===== config.mk =====
export PLATFORM = sky130hd
export DESIGN_NAME = conveyor_tracking_start_queue
export DESIGN_NICKNAME = d
export VERILOG_FILES = /design/src/rtl/trk_pkg.sv /design/src/rtl/conveyor_tracking_start_queue.sv /design/src/rtl/enc_decode.sv
export SDC_FILE = /design/constraint.sdc
export NUM_CORES = 2
export LEC_CHECK = 0
export BUFFER_PORTS_ARGS = -buffer_cell sky130_fd_sc_hd__buf_4
export CAP_MARGIN = 5
export CORE_MARGIN = 2
export CORE_UTILIZATION = 59
export DETAILED_ROUTE_END_ITERATION = 8
export PLACE_DENSITY = 0.86
export SYNTH_ARGS = -nofsm -noshare
export SYNTH_HDL_FRONTEND = slang
export SYNTH_HIERARCHICAL = 1
export SYNTH_SLANG_ARGS = --single-unit

===== constraint.sdc =====
create_clock -name clk_i -period 9.2 [get_ports clk_i]
set_input_delay 1.84 -clock clk_i [delete_from_list [all_inputs] [get_ports clk_i]]
set_output_delay 1.84 -clock clk_i [all_outputs]
set_load 0.05 [all_outputs]

===== src/rtl/trk_pkg.sv =====
// constants shared by the tracking start queue and its self-checking bench
// assumes a single 125 MHz clock and a classic wishbone register port
package trk_pkg;
    // register byte offsets
    localparam logic [7:0] OFS_CTRL = 8'h00;
    localparam logic [7:0] OFS_RES = 8'h04;
    localparam logic [7:0] OFS_SPEED = 8'h08;
    localparam logic [7:0] OFS_PITCH = 8'h0C;
    localparam logic [7:0] OFS_SDIST = 8'h10;
    localparam logic [7:0] OFS_TWIN = 8'h14;
    localparam logic [7:0] OFS_MEXT = 8'h18;
    localparam logic [7:0] OFS_STATUS = 8'h1C;
    localparam logic [7:0] OFS_MASK = 8'h20;
    localparam logic [7:0] OFS_QSTAT = 8'h24;
    // control bit positions
    localparam int CTL_EN = 0;
    localparam int CTL_QUAD = 1;
    localparam int CTL_ENCLESS = 2;
    localparam int CTL_ITRIG = 3;
    localparam int CTL_PITCHLIM = 4;
    localparam int CTL_W = 5;
    // status bit positions
    localparam int STS_MISSED = 0;
    localparam int STS_TOOFAST = 1;
    localparam int STS_OVFL = 2;
    localparam int STS_DONE = 3;
    localparam int STS_W = 4;
    // values after reset
    localparam logic [15:0] RES_RST = 16'h000C;
    localparam logic [15:0] SPEED_RST = 16'h0100;
    localparam logic [15:0] PITCH_RST = 16'h0064;
    localparam logic [15:0] SDIST_RST = 16'h0032;
    localparam logic [15:0] TWIN_RST = 16'h005A;
    localparam logic [15:0] MEXT_RST = 16'h0000;
    // queue depth of pending part starts
    localparam int QDEPTH = 32;
    localparam logic [5:0] QFULL = 6'd32;
    // tracking sequencer states
    typedef enum logic [0:0] {
        ST_IDLE = 1'b0,
        ST_LASE = 1'b1
    } trk_state_t;
endpackage


===== src/rtl/conveyor_tracking_start_queue.sv =====
// tracking start queue: queues part starts, tracks conveyor travel and
// gates lasing so each part is marked only inside the tracking window, or up to the marking window edge when pitch limited
// assumes a wishbone classic master, a marking engine that reports
// mark_done_i, and encoder / sensor inputs synchronous to clk_i
//
// Operation
// - lase only once target inside tracking window
// - next part arriving during lasing is skipped
// - queue up to 32 pending part starts
// - queue holds parts sensed before window entry
// - skipped entry discarded, continue with next
// - pulses per millimetre scale encoder pulses
// - encoderless uses constant speed, ignores resolution
// - edge limited: stop lasing leaving tracking window
// - pitch limited: lase until leaving marking window
// - both incomplete cases log too fast error
// - single phase pulses advance mark position
// - quadrature decodes direction, follows reversal
// - internal trigger makes starts every pitch
// - tracking works without any encoder
//
// Decided for this implementation: the register offsets and register access over Wishbone.
`timescale 1ns/10ps
module conveyor_tracking_start_queue (
    // clock and reset
    input wire logic clk_i,
    input wire logic rst_i,
    // wishbone classic slave
    input wire logic wb_cyc_i,
    input wire logic wb_stb_i,
    input wire logic wb_we_i,
    input wire logic [7:0] wb_adr_i,
    input wire logic [3:0] wb_sel_i,
    input wire logic [31:0] wb_dat_i,
    output logic [31:0] wb_dat_o,
    output logic wb_ack_o,
    // encoder and part sensor
    input wire logic encoder_phase_a_input,
    input wire logic encoder_phase_b_input,
    input wire logic part_start_input,
    // marking engine
    input wire logic mark_done_i,
    output logic lase_o,
    output logic mark_start_o,
    // interrupt
    output logic irq_o
);
    import trk_pkg::*;

    typedef struct packed {
        trk_state_t st;                 // sequencer state
        logic ack;                      // bus answer
        logic [31:0] rdat;              // read data
        logic [CTL_W-1:0] ctrl;         // mode bits
        logic [15:0] res;               // encoder pulses per mm
        logic [15:0] spd;               // clock cycles per mm, encoderless
        logic [15:0] pitch;             // internal trigger pitch in mm
        logic [15:0] sdist;             // travel until fully in window
        logic [15:0] twin;              // tracking window length
        logic [15:0] mext;              // marking window beyond tracking
        logic [STS_W-1:0] sts;          // sticky events
        logic [STS_W-1:0] msk;          // interrupt mask
        logic [15:0] pos;               // conveyor position in mm
        logic [15:0] acc;               // pulses within the current mm
        logic [15:0] tick;              // cycles within the current mm
        logic [15:0] trig;              // position of last internal start
        logic sen;                      // sensor level last cycle
        logic [QDEPTH-1:0][15:0] stamp; // position each part was sensed
        logic [4:0] rd;                 // oldest entry
        logic [4:0] wr;                 // next free entry
        logic [5:0] cnt;                // entries held
        logic [15:0] cur;               // stamp of the part being lased
        logic lase;                     // lasing gate
        logic mstart;                   // start pulse to engine
        logic irq;                      // interrupt line
    } trk_t;

    trk_t q, d;

    logic enc_step;       // one encoder step
    logic enc_back;       // that step was backwards
    logic en;             // tracking enabled
    logic bus_req;        // fresh bus request
    logic sts_rd;         // status read this cycle
    logic push;           // a part start arrives
    logic pop;            // head entry consumed
    logic head_in;        // head part fully inside the window
    logic itrig;          // internal trigger fires
    logic [15:0] hd;      // head travel since sensing
    logic [15:0] ct;      // current part travel
    logic [15:0] limit;   // travel at which lasing must end
    logic [STS_W-1:0] ev; // events this cycle

    ////////////////////////////////////////////////////////////////////
    // encoder front end
    enc_decode u_dec (
        .clk_i(clk_i),
        .rst_i(rst_i),
        .encoder_phase_a_input(encoder_phase_a_input),
        .encoder_phase_b_input(encoder_phase_b_input),
        .quad_i(q.ctrl[CTL_QUAD]),
        .step_o(enc_step),
        .back_o(enc_back)
    );

    // byte-lane merge for register writes
    function automatic logic [31:0] wmerge(input logic [31:0] old,
                                           input logic [31:0] nw,
                                           input logic [3:0] sel);
        logic [31:0] r;
        r = old;
        for (int i = 0; i < 4; i++) begin
            if (sel[i]) begin
                r[8*i +: 8] = nw[8*i +: 8];
            end
        end
        return r;
    endfunction

    ////////////////////////////////////////////////////////////////////
    // one next-state process for the whole block
    always_comb begin
        d = q;
        en = q.ctrl[CTL_EN];
        bus_req = wb_cyc_i && wb_stb_i && !q.ack;
        sts_rd = bus_req && !wb_we_i && (wb_adr_i == OFS_STATUS);
        ev = '0;
        push = 1'b0;
        pop = 1'b0;
        d.mstart = 1'b0;
        d.ack = bus_req;

        // ---------------- bus slave ----------------
        if (bus_req && wb_we_i) begin
            // unmapped writes are acknowledged and ignored
            if (wb_adr_i == OFS_CTRL) begin
                d.ctrl = CTL_W'(wmerge({27'd0, q.ctrl}, wb_dat_i, wb_sel_i));
            end else if (wb_adr_i == OFS_RES) begin
                d.res = 16'(wmerge({16'd0, q.res}, wb_dat_i, wb_sel_i));
            end else if (wb_adr_i == OFS_SPEED) begin
                d.spd = 16'(wmerge({16'd0, q.spd}, wb_dat_i, wb_sel_i));
            end else if (wb_adr_i == OFS_PITCH) begin
                d.pitch = 16'(wmerge({16'd0, q.pitch}, wb_dat_i, wb_sel_i));
            end else if (wb_adr_i == OFS_SDIST) begin
                d.sdist = 16'(wmerge({16'd0, q.sdist}, wb_dat_i, wb_sel_i));
            end else if (wb_adr_i == OFS_TWIN) begin
                d.twin = 16'(wmerge({16'd0, q.twin}, wb_dat_i, wb_sel_i));
            end else if (wb_adr_i == OFS_MEXT) begin
                d.mext = 16'(wmerge({16'd0, q.mext}, wb_dat_i, wb_sel_i));
            end else if (wb_adr_i == OFS_MASK) begin
                d.msk = STS_W'(wmerge({28'd0, q.msk}, wb_dat_i, wb_sel_i));
            end
        end
        if (bus_req && !wb_we_i) begin
            // unmapped reads return zero
            if (wb_adr_i == OFS_CTRL) begin
                d.rdat = {27'd0, q.ctrl};
            end else if (wb_adr_i == OFS_RES) begin
                d.rdat = {16'd0, q.res};
            end else if (wb_adr_i == OFS_SPEED) begin
                d.rdat = {16'd0, q.spd};
            end else if (wb_adr_i == OFS_PITCH) begin
                d.rdat = {16'd0, q.pitch};
            end else if (wb_adr_i == OFS_SDIST) begin
                d.rdat = {16'd0, q.sdist};
            end else if (wb_adr_i == OFS_TWIN) begin
                d.rdat = {16'd0, q.twin};
            end else if (wb_adr_i == OFS_MEXT) begin
                d.rdat = {16'd0, q.mext};
            end else if (wb_adr_i == OFS_STATUS) begin
                d.rdat = {28'd0, q.sts};
            end else if (wb_adr_i == OFS_MASK) begin
                d.rdat = {28'd0, q.msk};
            end else if (wb_adr_i == OFS_QSTAT) begin
                d.rdat = {q.pos, 7'd0, q.lase, 2'd0, q.cnt};
            end else begin
                d.rdat = 32'h0000_0000;
            end
        end

        // ---------------- conveyor position ----------------
        if (q.ctrl[CTL_ENCLESS]) begin
            // constant speed: one mm every spd cycles, resolution unused
            d.acc = '0;
            if (q.tick + 16'd1 >= q.spd) begin
                d.tick = '0;
                d.pos = q.pos + 16'd1;
            end else begin
                d.tick = q.tick + 16'd1;
            end
        end else if (enc_step && !enc_back) begin
            // a zero resolution behaves as one pulse per mm
            if (q.acc + 16'd1 >= q.res) begin
                d.acc = '0;
                d.pos = q.pos + 16'd1;
            end else begin
                d.acc = q.acc + 16'd1;
            end
        end else if (enc_step) begin
            // reverse motion walks the position back
            if (q.acc == 16'd0) begin
                d.acc = (q.res == 16'd0) ? 16'd0 : q.res - 16'd1;
                d.pos = q.pos - 16'd1;
            end else begin
                d.acc = q.acc - 16'd1;
            end
        end

        // ---------------- part starts ----------------
        d.sen = part_start_input;
        itrig = q.ctrl[CTL_ITRIG] && (q.pitch != 16'd0)
            && ($signed(q.pos - q.trig) >= $signed(q.pitch));
        if (itrig) begin
            d.trig = q.pos;
        end
        if (q.ctrl[CTL_ITRIG]) begin
            push = en && itrig;
        end else begin
            push = en && part_start_input && !q.sen;
        end

        // head travel since it passed the sensor; signed so reversal is safe
        hd = q.pos - q.stamp[q.rd];
        ct = q.pos - q.cur;
        head_in = (q.cnt != 6'd0) && ($signed(hd) >= $signed(q.sdist));
        // edge limited stops at the tracking window edge, pitch limited
        // runs on to the marking window edge
        limit = q.sdist + q.twin;
        if (q.ctrl[CTL_PITCHLIM]) begin
            limit = q.sdist + q.twin + q.mext;
        end

        // ---------------- sequencer ----------------
        case (q.st)
            ST_IDLE: begin
                if (head_in) begin
                    pop = 1'b1;
                    d.cur = q.stamp[q.rd];
                    d.lase = 1'b1;
                    d.mstart = 1'b1;
                    d.st = ST_LASE;
                end
            end
            ST_LASE: begin
                if (head_in) begin
                    // next part reached the window while still lasing
                    pop = 1'b1;
                    ev[STS_MISSED] = 1'b1;
                end
                if (mark_done_i) begin
                    d.lase = 1'b0;
                    ev[STS_DONE] = 1'b1;
                    d.st = ST_IDLE;
                end else if ($signed(ct) >= $signed(limit)) begin
                    d.lase = 1'b0;
                    ev[STS_TOOFAST] = 1'b1;
                    d.st = ST_IDLE;
                end
            end
            default: begin
                d.st = ST_IDLE;
            end
        endcase

        // ---------------- queue ----------------
        // entries are kept in arrival order, one per accepted part start
        if (pop) begin
            d.rd = q.rd + 5'd1;
        end
        if (push && (q.cnt == QFULL) && !pop) begin
            ev[STS_OVFL] = 1'b1;
            push = 1'b0;
        end
        if (push) begin
            d.stamp[q.wr] = q.pos;
            d.wr = q.wr + 5'd1;
        end
        d.cnt = q.cnt + {5'd0, push} - {5'd0, pop};

        // disabled: flush queue and stop lasing
        if (!en) begin
            d.rd = '0;
            d.wr = '0;
            d.cnt = '0;
            d.lase = 1'b0;
            d.mstart = 1'b0;
            d.st = ST_IDLE;
            ev = '0;
        end

        // ---------------- interrupt ----------------
        // a read clears status, an event in the same cycle still sets it
        d.sts = (sts_rd ? '0 : q.sts) | ev;
        d.irq = |(d.sts & d.msk);

        if (rst_i) begin
            d = '0;
            d.st = ST_IDLE;
            d.res = RES_RST;
            d.spd = SPEED_RST;
            d.pitch = PITCH_RST;
            d.sdist = SDIST_RST;
            d.twin = TWIN_RST;
            d.mext = MEXT_RST;
        end
    end

    // the only state register of the block
    always_ff @(posedge clk_i) begin
        q <= d;
    end

    ////////////////////////////////////////////////////////////////////
    // outputs, all straight from the state register
    assign wb_ack_o = q.ack;
    assign wb_dat_o = q.rdat;
    assign lase_o = q.lase;
    assign mark_start_o = q.mstart;
    assign irq_o = q.irq;

    ////////////////////////////////////////////////////////////////////
    // checks
    AST_START_IN_WINDOW: assert property (@(posedge clk_i) disable iff (rst_i)
        $rose(lase_o) |-> $past(head_in) && mark_start_o)
        else $error("lasing began before the part was inside the window");

    AST_QUEUE_BOUND: assert property (@(posedge clk_i) disable iff (rst_i)
        q.cnt <= QFULL)
        else $error("queue holds more than its depth");

    AST_SKIP_LOGGED: assert property (@(posedge clk_i) disable iff (rst_i)
        en && q.st == ST_LASE && head_in |=> q.sts[STS_MISSED])
        else $error("skipped part left no missed start flag");

    AST_SKIP_DISCARDS: assert property (@(posedge clk_i) disable iff (rst_i)
        en && q.st == ST_LASE && head_in && !push |=> q.cnt == $past(q.cnt) - 6'd1)
        else $error("skipped entry was not discarded");

    AST_OVERFLOW_DROP: assert property (@(posedge clk_i) disable iff (rst_i)
        en && q.cnt == QFULL && !pop && !q.ctrl[CTL_ITRIG] && part_start_input && !q.sen
        |=> q.cnt == QFULL && q.sts[STS_OVFL] && q.wr == $past(q.wr))
        else $error("start into a full queue was not dropped");

    AST_WINDOW_STOP: assert property (@(posedge clk_i) disable iff (rst_i)
        en && q.st == ST_LASE && !mark_done_i && $signed(ct) >= $signed(limit)
        |=> !lase_o && q.sts[STS_TOOFAST] ##1 !lase_o || mark_start_o)
        else $error("lasing did not stop at the window limit");

    AST_ENCLESS_RATE: assert property (@(posedge clk_i) disable iff (rst_i)
        q.ctrl[CTL_ENCLESS] && $past(q.ctrl[CTL_ENCLESS])
        |-> (q.pos - $past(q.pos)) inside {16'd0, 16'd1})
        else $error("encoderless position moved by more than one");

    AST_RES_SCALE: assert property (@(posedge clk_i) disable iff (rst_i)
        !q.ctrl[CTL_ENCLESS] && enc_step && !enc_back && q.acc + 16'd1 < q.res
        |=> q.pos == $past(q.pos) && q.acc == $past(q.acc) + 16'd1)
        else $error("pulse advanced position before a full millimetre");

    AST_ITRIG_PITCH: assert property (@(posedge clk_i) disable iff (rst_i)
        en && q.ctrl[CTL_ITRIG] && itrig |=> q.trig == $past(q.pos))
        else $error("internal trigger did not restart its pitch");
endmodule


===== src/rtl/enc_decode.sv =====
// encoder front end: turns phase a / phase b into one-step pulses
// assumes both phases are already synchronous to clk_i
`timescale 1ns/10ps
module enc_decode (
    // clock and reset
    input wire logic clk_i,
    input wire logic rst_i,
    // encoder phases and mode
    input wire logic encoder_phase_a_input,
    input wire logic encoder_phase_b_input,
    input wire logic quad_i,
    // decoded motion
    output logic step_o,
    output logic back_o
);
    typedef struct packed {
        logic [1:0] ab;   // phases seen last cycle
        logic step;       // one step this cycle
        logic back;       // step was backwards
    } dec_t;

    dec_t q, d;
    logic [3:0] tr;       // previous and present phase pair

    ////////////////////////////////////////////////////////////////////
    // next state: single phase counts rising a edges, quadrature decodes
    always_comb begin
        tr = {q.ab, encoder_phase_a_input, encoder_phase_b_input};
        d = q;
        d.ab = tr[1:0];
        d.step = 1'b0;
        d.back = 1'b0;
        if (quad_i) begin
            // gray sequence 00-10-11-01 is forward, the reverse is backward
            case (tr)
                4'b0010, 4'b1011, 4'b1101, 4'b0100: begin
                    d.step = 1'b1;
                end
                4'b0001, 4'b0111, 4'b1110, 4'b1000: begin
                    d.step = 1'b1;
                    d.back = 1'b1;
                end
                default: begin
                    // no change or an illegal double jump; dropped
                    d.step = 1'b0;
                end
            endcase
        end else if (!q.ab[1] && encoder_phase_a_input) begin
            d.step = 1'b1;
        end
        if (rst_i) begin
            d = '0;
        end
    end

    // single state register
    always_ff @(posedge clk_i) begin
        q <= d;
    end

    assign step_o = q.step;
    assign back_o = q.back;

    AST_SINGLE_FORWARD: assert property (@(posedge clk_i) disable iff (rst_i)
        !quad_i && $rose(encoder_phase_a_input) |=> step_o && !back_o)
        else $error("single phase edge gave no forward step");
endmodule


# After elaboration in Yosys (flattened, before gate mapping)
# Index checks and enable logic that the tools add are counted.
# totals
reg_bits	759
input_bits	53
output_inout_bits	36
word_cells	232
# classes
addsub	15
n_lt_le_gt_ge	8
eq_ne	22
n_mux	58
bitwise_logic	11
n_reduce_logical	53
# ops
cell	n
512-bit bitwise mux	1
32-bit 2-to-1 mux	13
16-bit 2-to-1 mux	10
16-bit binary-select mux with 5-bit select	1
16-bit demux with 5-bit select	1
16-bit greater-or-equal comparator	5
16-bit by 1-bit adder with 16-bit output (second input constant)	3
4-bit 2-to-1 mux	12
16-bit by 1-bit subtractor with 16-bit output (second input constant)	3
16-bit subtractor	3
16-bit adder	2
8-bit by 5-bit == test with 1-bit output (second input constant)	4
16-bit logical NOT	2
9-bit AND reduction	2
4-bit == test (second input constant)	4
8-bit by 4-bit == test with 1-bit output (second input constant)	2
8-bit by 6-bit == test with 1-bit output (second input constant)	2
1-bit logical AND	16
1-bit 2-to-1 mux	16
8-bit AND reduction	2
16-bit nonzero test	1
7-bit AND reduction	2
5-bit by 6-bit < comparator with 1-bit output (second input constant)	2
4-bit AND reduction	3
other kinds (30)	55

# Longest topological paths before layout
# depth
depth_word	13
mapped_depth	35
ltp_nobuf	32

# Modules after synthesis
# The synthesis kept the hierarchy.
# by_module_without_submodules
mod	instances	cells_each	area_each_um2	seq_area_each_um2
conveyor_tracking_start_queue	1	4834	40956.8	15114.5
enc_decode	1	16	171.4	80.1

# Least setup slack after synthesis
# OpenSTA, ideal clock, no wires.
# synth_timing
path_type	register to register
startpoint	reg q[30] (netlist bit)
endpoint	reg q[23] (netlist bit)
arrival_ns	7.151
required_ns	9.072
slack_ns	1.921
stages_incl_launch_ff	34
period_less_slack_ns	7.279
path_cell_list	dfxtp_1 -> clkbuf_1 -> buf_1 -> buf_1 -> mux4_2 -> mux4_2 -> mux2i_1 -> ha_1 -> nor2b_1 -> o2111ai_1 -> and4_1 -> o31ai_1 -> o41a_1 -> a21oi_1 -> xnor2_1 -> ha_1 -> and4_1 -> nand3_1 -> a21boi_0 -> nor2_1 -> o311ai_1 -> clkbuf_1 -> buf_1 -> nand3_1 -> nand2_1 -> ha_1 -> inv_1 -> fa_1 -> inv_1 -> a21oi_1 -> nor2_1 -> nor2_1 -> xor2_1 -> nor2_1
# synth_between
elab_chain_len	11
# synth_lines
element	line_no	text
start, declared	conveyor_tracking_start_queue.sv:78	trk_t q, d;
start signal, assigned	conveyor_tracking_start_queue.sv:310	q <= d;
16-bit binary-select mux with 5-bit select *	conveyor_tracking_start_queue.sv:223	hd = q.pos - q.stamp[q.rd];
16-bit 2-to-1 mux (not written as such) *	conveyor_tracking_start_queue.sv:223	
16-bit subtractor *	conveyor_tracking_start_queue.sv:223	
16-bit greater-or-equal comparator *	conveyor_tracking_start_queue.sv:225	head_in = (q.cnt != 6'd0) && ($signed(hd) >= $signed(q.sdist));
1-bit logical AND *	conveyor_tracking_start_queue.sv:225	
1-bit 2-to-1 mux *	conveyor_tracking_start_queue.sv:236, conveyor_tracking_start_queue.sv:245	
1-bit logical NOT	conveyor_tracking_start_queue.sv:270	if (push && (q.cnt == QFULL) && !pop) begin
1-bit logical AND	conveyor_tracking_start_queue.sv:270	
1-bit 2-to-1 mux	conveyor_tracking_start_queue.sv:270	
6-bit by 1-bit adder with 6-bit output	conveyor_tracking_start_queue.sv:278	d.cnt = q.cnt + {5'd0, push} - {5'd0, pop};
6-bit by 1-bit subtractor with 6-bit output *	conveyor_tracking_start_queue.sv:278	
# Mark *: on every way between the ends. The rest lies on a longest branch, timed or not. The select of a mux whose other input is x is not followed.
# A chain may end at the register's enable or synchronous reset.

# Worst setup path in the final report
# layout_timing
startpoint	reg q[30] (netlist bit)
endpoint	reg q[161] (netlist bit)
# layout_between
elab_chain_len	9
# layout_lines
element	line_no
16-bit binary-select mux with 5-bit select	conveyor_tracking_start_queue.sv:223
16-bit 2-to-1 mux (not written as such)	conveyor_tracking_start_queue.sv:223
16-bit subtractor	conveyor_tracking_start_queue.sv:223
16-bit greater-or-equal comparator	conveyor_tracking_start_queue.sv:225
1-bit logical AND	conveyor_tracking_start_queue.sv:225
1-bit 2-to-1 mux	conveyor_tracking_start_queue.sv:236, conveyor_tracking_start_queue.sv:245
1-bit logical NOT	conveyor_tracking_start_queue.sv:270
1-bit logical AND	conveyor_tracking_start_queue.sv:270
1-bit 2-to-1 mux	conveyor_tracking_start_queue.sv:270
# Every way passes these cells. The select of a mux whose other input is x is not followed.

==> results_dict.tcl <==
set metrics [dict create \
    outcome "finished clean" \
    place_congestion 0.940 \
    die_y_um 268 \
    die-area_um2 71800 \
    min_path_type "reg2reg" \
    setup_viol 0 \
    relSlewSlack_pct 13.2 \
    yosys.area_share.simple_pct 14.9 \
    vias 38400 \
    synth_enable_flop_cells 0 \
    async_flop_share_pct 0 \
    core-area_um2 68800 \
    endpoint "q[161]" \
    drt_iter0_markers 5743 \
    critPathKind "reg2reg" \
    drc 0 \
    grt_start_max_net_pins 236 \
    synthMuxAreaShare_pct 11.6 \
    power_density_nw_per_um2 166 \
    numCtsBuffers 79 \
    insertion_delay_ns 0.67 \
    htree_levels 3 \
    cp.depth 21 \
    netlist_instances 4850 \
    critPathMaxStageDelay_ns 0.86 \
    wl_um 127000 \
    fin_nets 4839 \
    wire_per_inst_um 22.7 \
    synth_nets 5085 \
    synth.distinct_cells 81 \
    path_cells "buf_4, mux4_2, mux4_2, mux2i_1, ha_1, a21oi_1, and4_1, o31ai_1, o41a_1, a21oi_1, xnor2_1, ha_1, o21a_1, o21ai_0, a21boi_0, nor2_1, o311ai_4, buf_4, buf_12, nand3_1, a21oi_1" \
    io_pins 89 \
    numPortBuffers 70 \
    start_util_pct 59.8 \
    grt_pass1_vias 35700 \
    synth_compound_area_share_pct 22.0 \
    ys_ff_latch 759 \
    drive_gt1_share_pct 10.6 \
    crit_path_end_kind "register" \
    overflow 0 \
    antenna_found_initial 2 \
    dr.pass1.iters 6 \
    cp_max_fo 226 \
    worst_clock_skew_ns 0.0546 \
    fin_crit_ns 7.82 \
    grt_use_total_pct 34.3 \
    path_buf_inv 3 \
    cp-start-kind "register" \
    placed_cells_incl_taps 5454 \
    slowest_stage "dfxtp_4" \
    post-route-period-util_pct 85.0 \
    clockBufferDepth 3 \
    final_antenna_net_count 0 \
    tritoncts "done" \
    drv_cap 0 \
    synth_ff_type "dfxtp_1" \
    required_ns 9.75 \
    syn_to_final_growth_pct 7.87 \
    synth_top_family_by_area "compound AO/OA/AOI/OAI gates" \
    path_clk_slew_ns 0.06 \
    rr_startpoint "q[30]" \
    startpoint "q[30]" \
    cts_root_buffer "clkbuf_16" \
    rrSetupSlack_ns 1.38 \
    routed_via_density 6.86 \
    finalNonFillerCells 5599 \
    die_w_um 268 \
    finalHoldViolations 0 \
    place_area_um2 41700 \
    final_cell_mix "dfxtp_1, a21oi_1, nand3_1, o21ai_0, nor2_1" \
    final_common_cell "dfxtp_1" \
    yosysWarnings 6 \
    post_cts_buffers 0 \
    crit_arrival_ns 8.37 \
    irDropWorstVdd_mv 0.138 \
    p_total_w 0.00735 \
    fin_util_pct 64.5 \
    p_leak_nw 14.9 \
    hpwl_um 78600 \
    row_count 96 \
    synth_fa_ha_area_share_pct 5.65 \
    fin_tns_setup_ns 0 \
    ys_seq_area_share_pct 36.9 \
    final_area_um2 44400 \
    r2r_cells 21 \
    cp_common_cell "a21oi_1" \
    clock-sinks 759 \
    final-max-slew-violation-count 0 \
    worst_slew_pin_slew_ns 1.30 \
    holdBufCountCts 0 \
    cts_resized 0 \
    path_delay_family "compound AO/OA/AOI/OAI gates" \
    post_synth.cell_area_avg_um2 8.48 \
    grt_pass1_wl_um 196000 \
    timing.rr.end "q[161]" \
    synth_area_um2 41100 \
    fmax_ghz 0.128 \
    synth_xor_area_share_pct 2.82 \
    rsz0062_at_grt "false" \
]
[kinds of logic after synthesis]
| family | after synthesis |
|---|---|
| XOR/XNOR | 131 |
| buffers and inverters | 632 |
| adder cells (fa/ha/maj) | 182 |
| flip-flops | 759 |
| multiplexers | 274 |
| AND/OR/NAND/NOR | 1268 |
| AO/OA/AOI/OAI | 1604 |
[sequential cells by signal, summed over array words and instances, names as in the netlist]
register      flops
irq_o             1
u_dec/back_o      1
u_dec/step_o      1
mark_start_o      1
wb_dat_o         32
lase_o            1
en                1
q               718
wb_ack_o          1
u_dec/q           2
[synth_stat cells (all sizes together), types with 84 or more instances]
library cell	instances	area share, %
dfxtp	759	37
a21oi	689	8.4
nand3	602	7.3
o21ai	582	7.1
clkbuf	398	3.6
nor2	254	2.3
nand2	190	1.8
ha	176	5.4
mux4	160	8.8
inv	141	1.3
mux2i	109	2.7
buf	91	1.3
xnor2	84	1.8
[worst min-delay path by stage]
stage                     slack [ns]          end         from  depth (start not counted)
after floorplan                 0.43  wb_dat_o[0]  wb_dat_o[0]                          2
after global placement          0.44  wb_dat_o[5]  wb_dat_o[5]                          2
after detailed placement        0.45  wb_dat_o[5]  wb_dat_o[5]                          2
after CTS                       0.45  wb_dat_o[5]  wb_dat_o[5]                          2
after global routing            0.48  wb_dat_o[5]  wb_dat_o[5]                          2
final                           0.46  wb_dat_o[5]  wb_dat_o[5]                          2
[tightest hold or removal path, stage by stage, from the launching register on]
cell and delay (ns):
dfxtp_1 0.31, nand2_1 0.05, a21oi_1 0.05
[layout make-up]
cell class / count / area [um2]
repair buffers: 163 / 1370
inverters: 142 / 533
fillers: 5448 / 24500
well taps: 931 / 1160
diodes: 2 / 5.00
flip-flops and latches: 759 / 15200
clock buffers: 117 / 2250
multi-input cells: 3459 / 23400
clock inverters: 26 / 382
[through the flow]
step           hold slack, ns  setup WS (ns)
2_1_floorplan           0.432           1.92
3_3_place_gp            0.441           1.82
5_1_grt                 0.479           1.14
6_report                0.457           1.38
4_1_cts                 0.453           1.63
3_5_place_dp            0.447           1.72
[report_power, final]
| group | internal, W | total [W] | switching, W |
|---|---|---|---|
| clock | 0.00183 | 0.00324 | 0.00141 |
| combinational | 0.000288 | 0.000788 | 0.000500 |
| sequential | 0.00330 | 0.00332 | 0.0000228 |
| total | 0.00542 | 0.00735 | 0.00193 |
[layer usage]
metal	up-vias	wire length [um]	global-route usage, %
met4	2	8100	21.1
met3	470	14700	6.80
met1	18300	47600	44.8
met2	2497	56600	52.4
met5	-	13	0
li1	17200	-	-
Power figures use the tool's default switching activity.
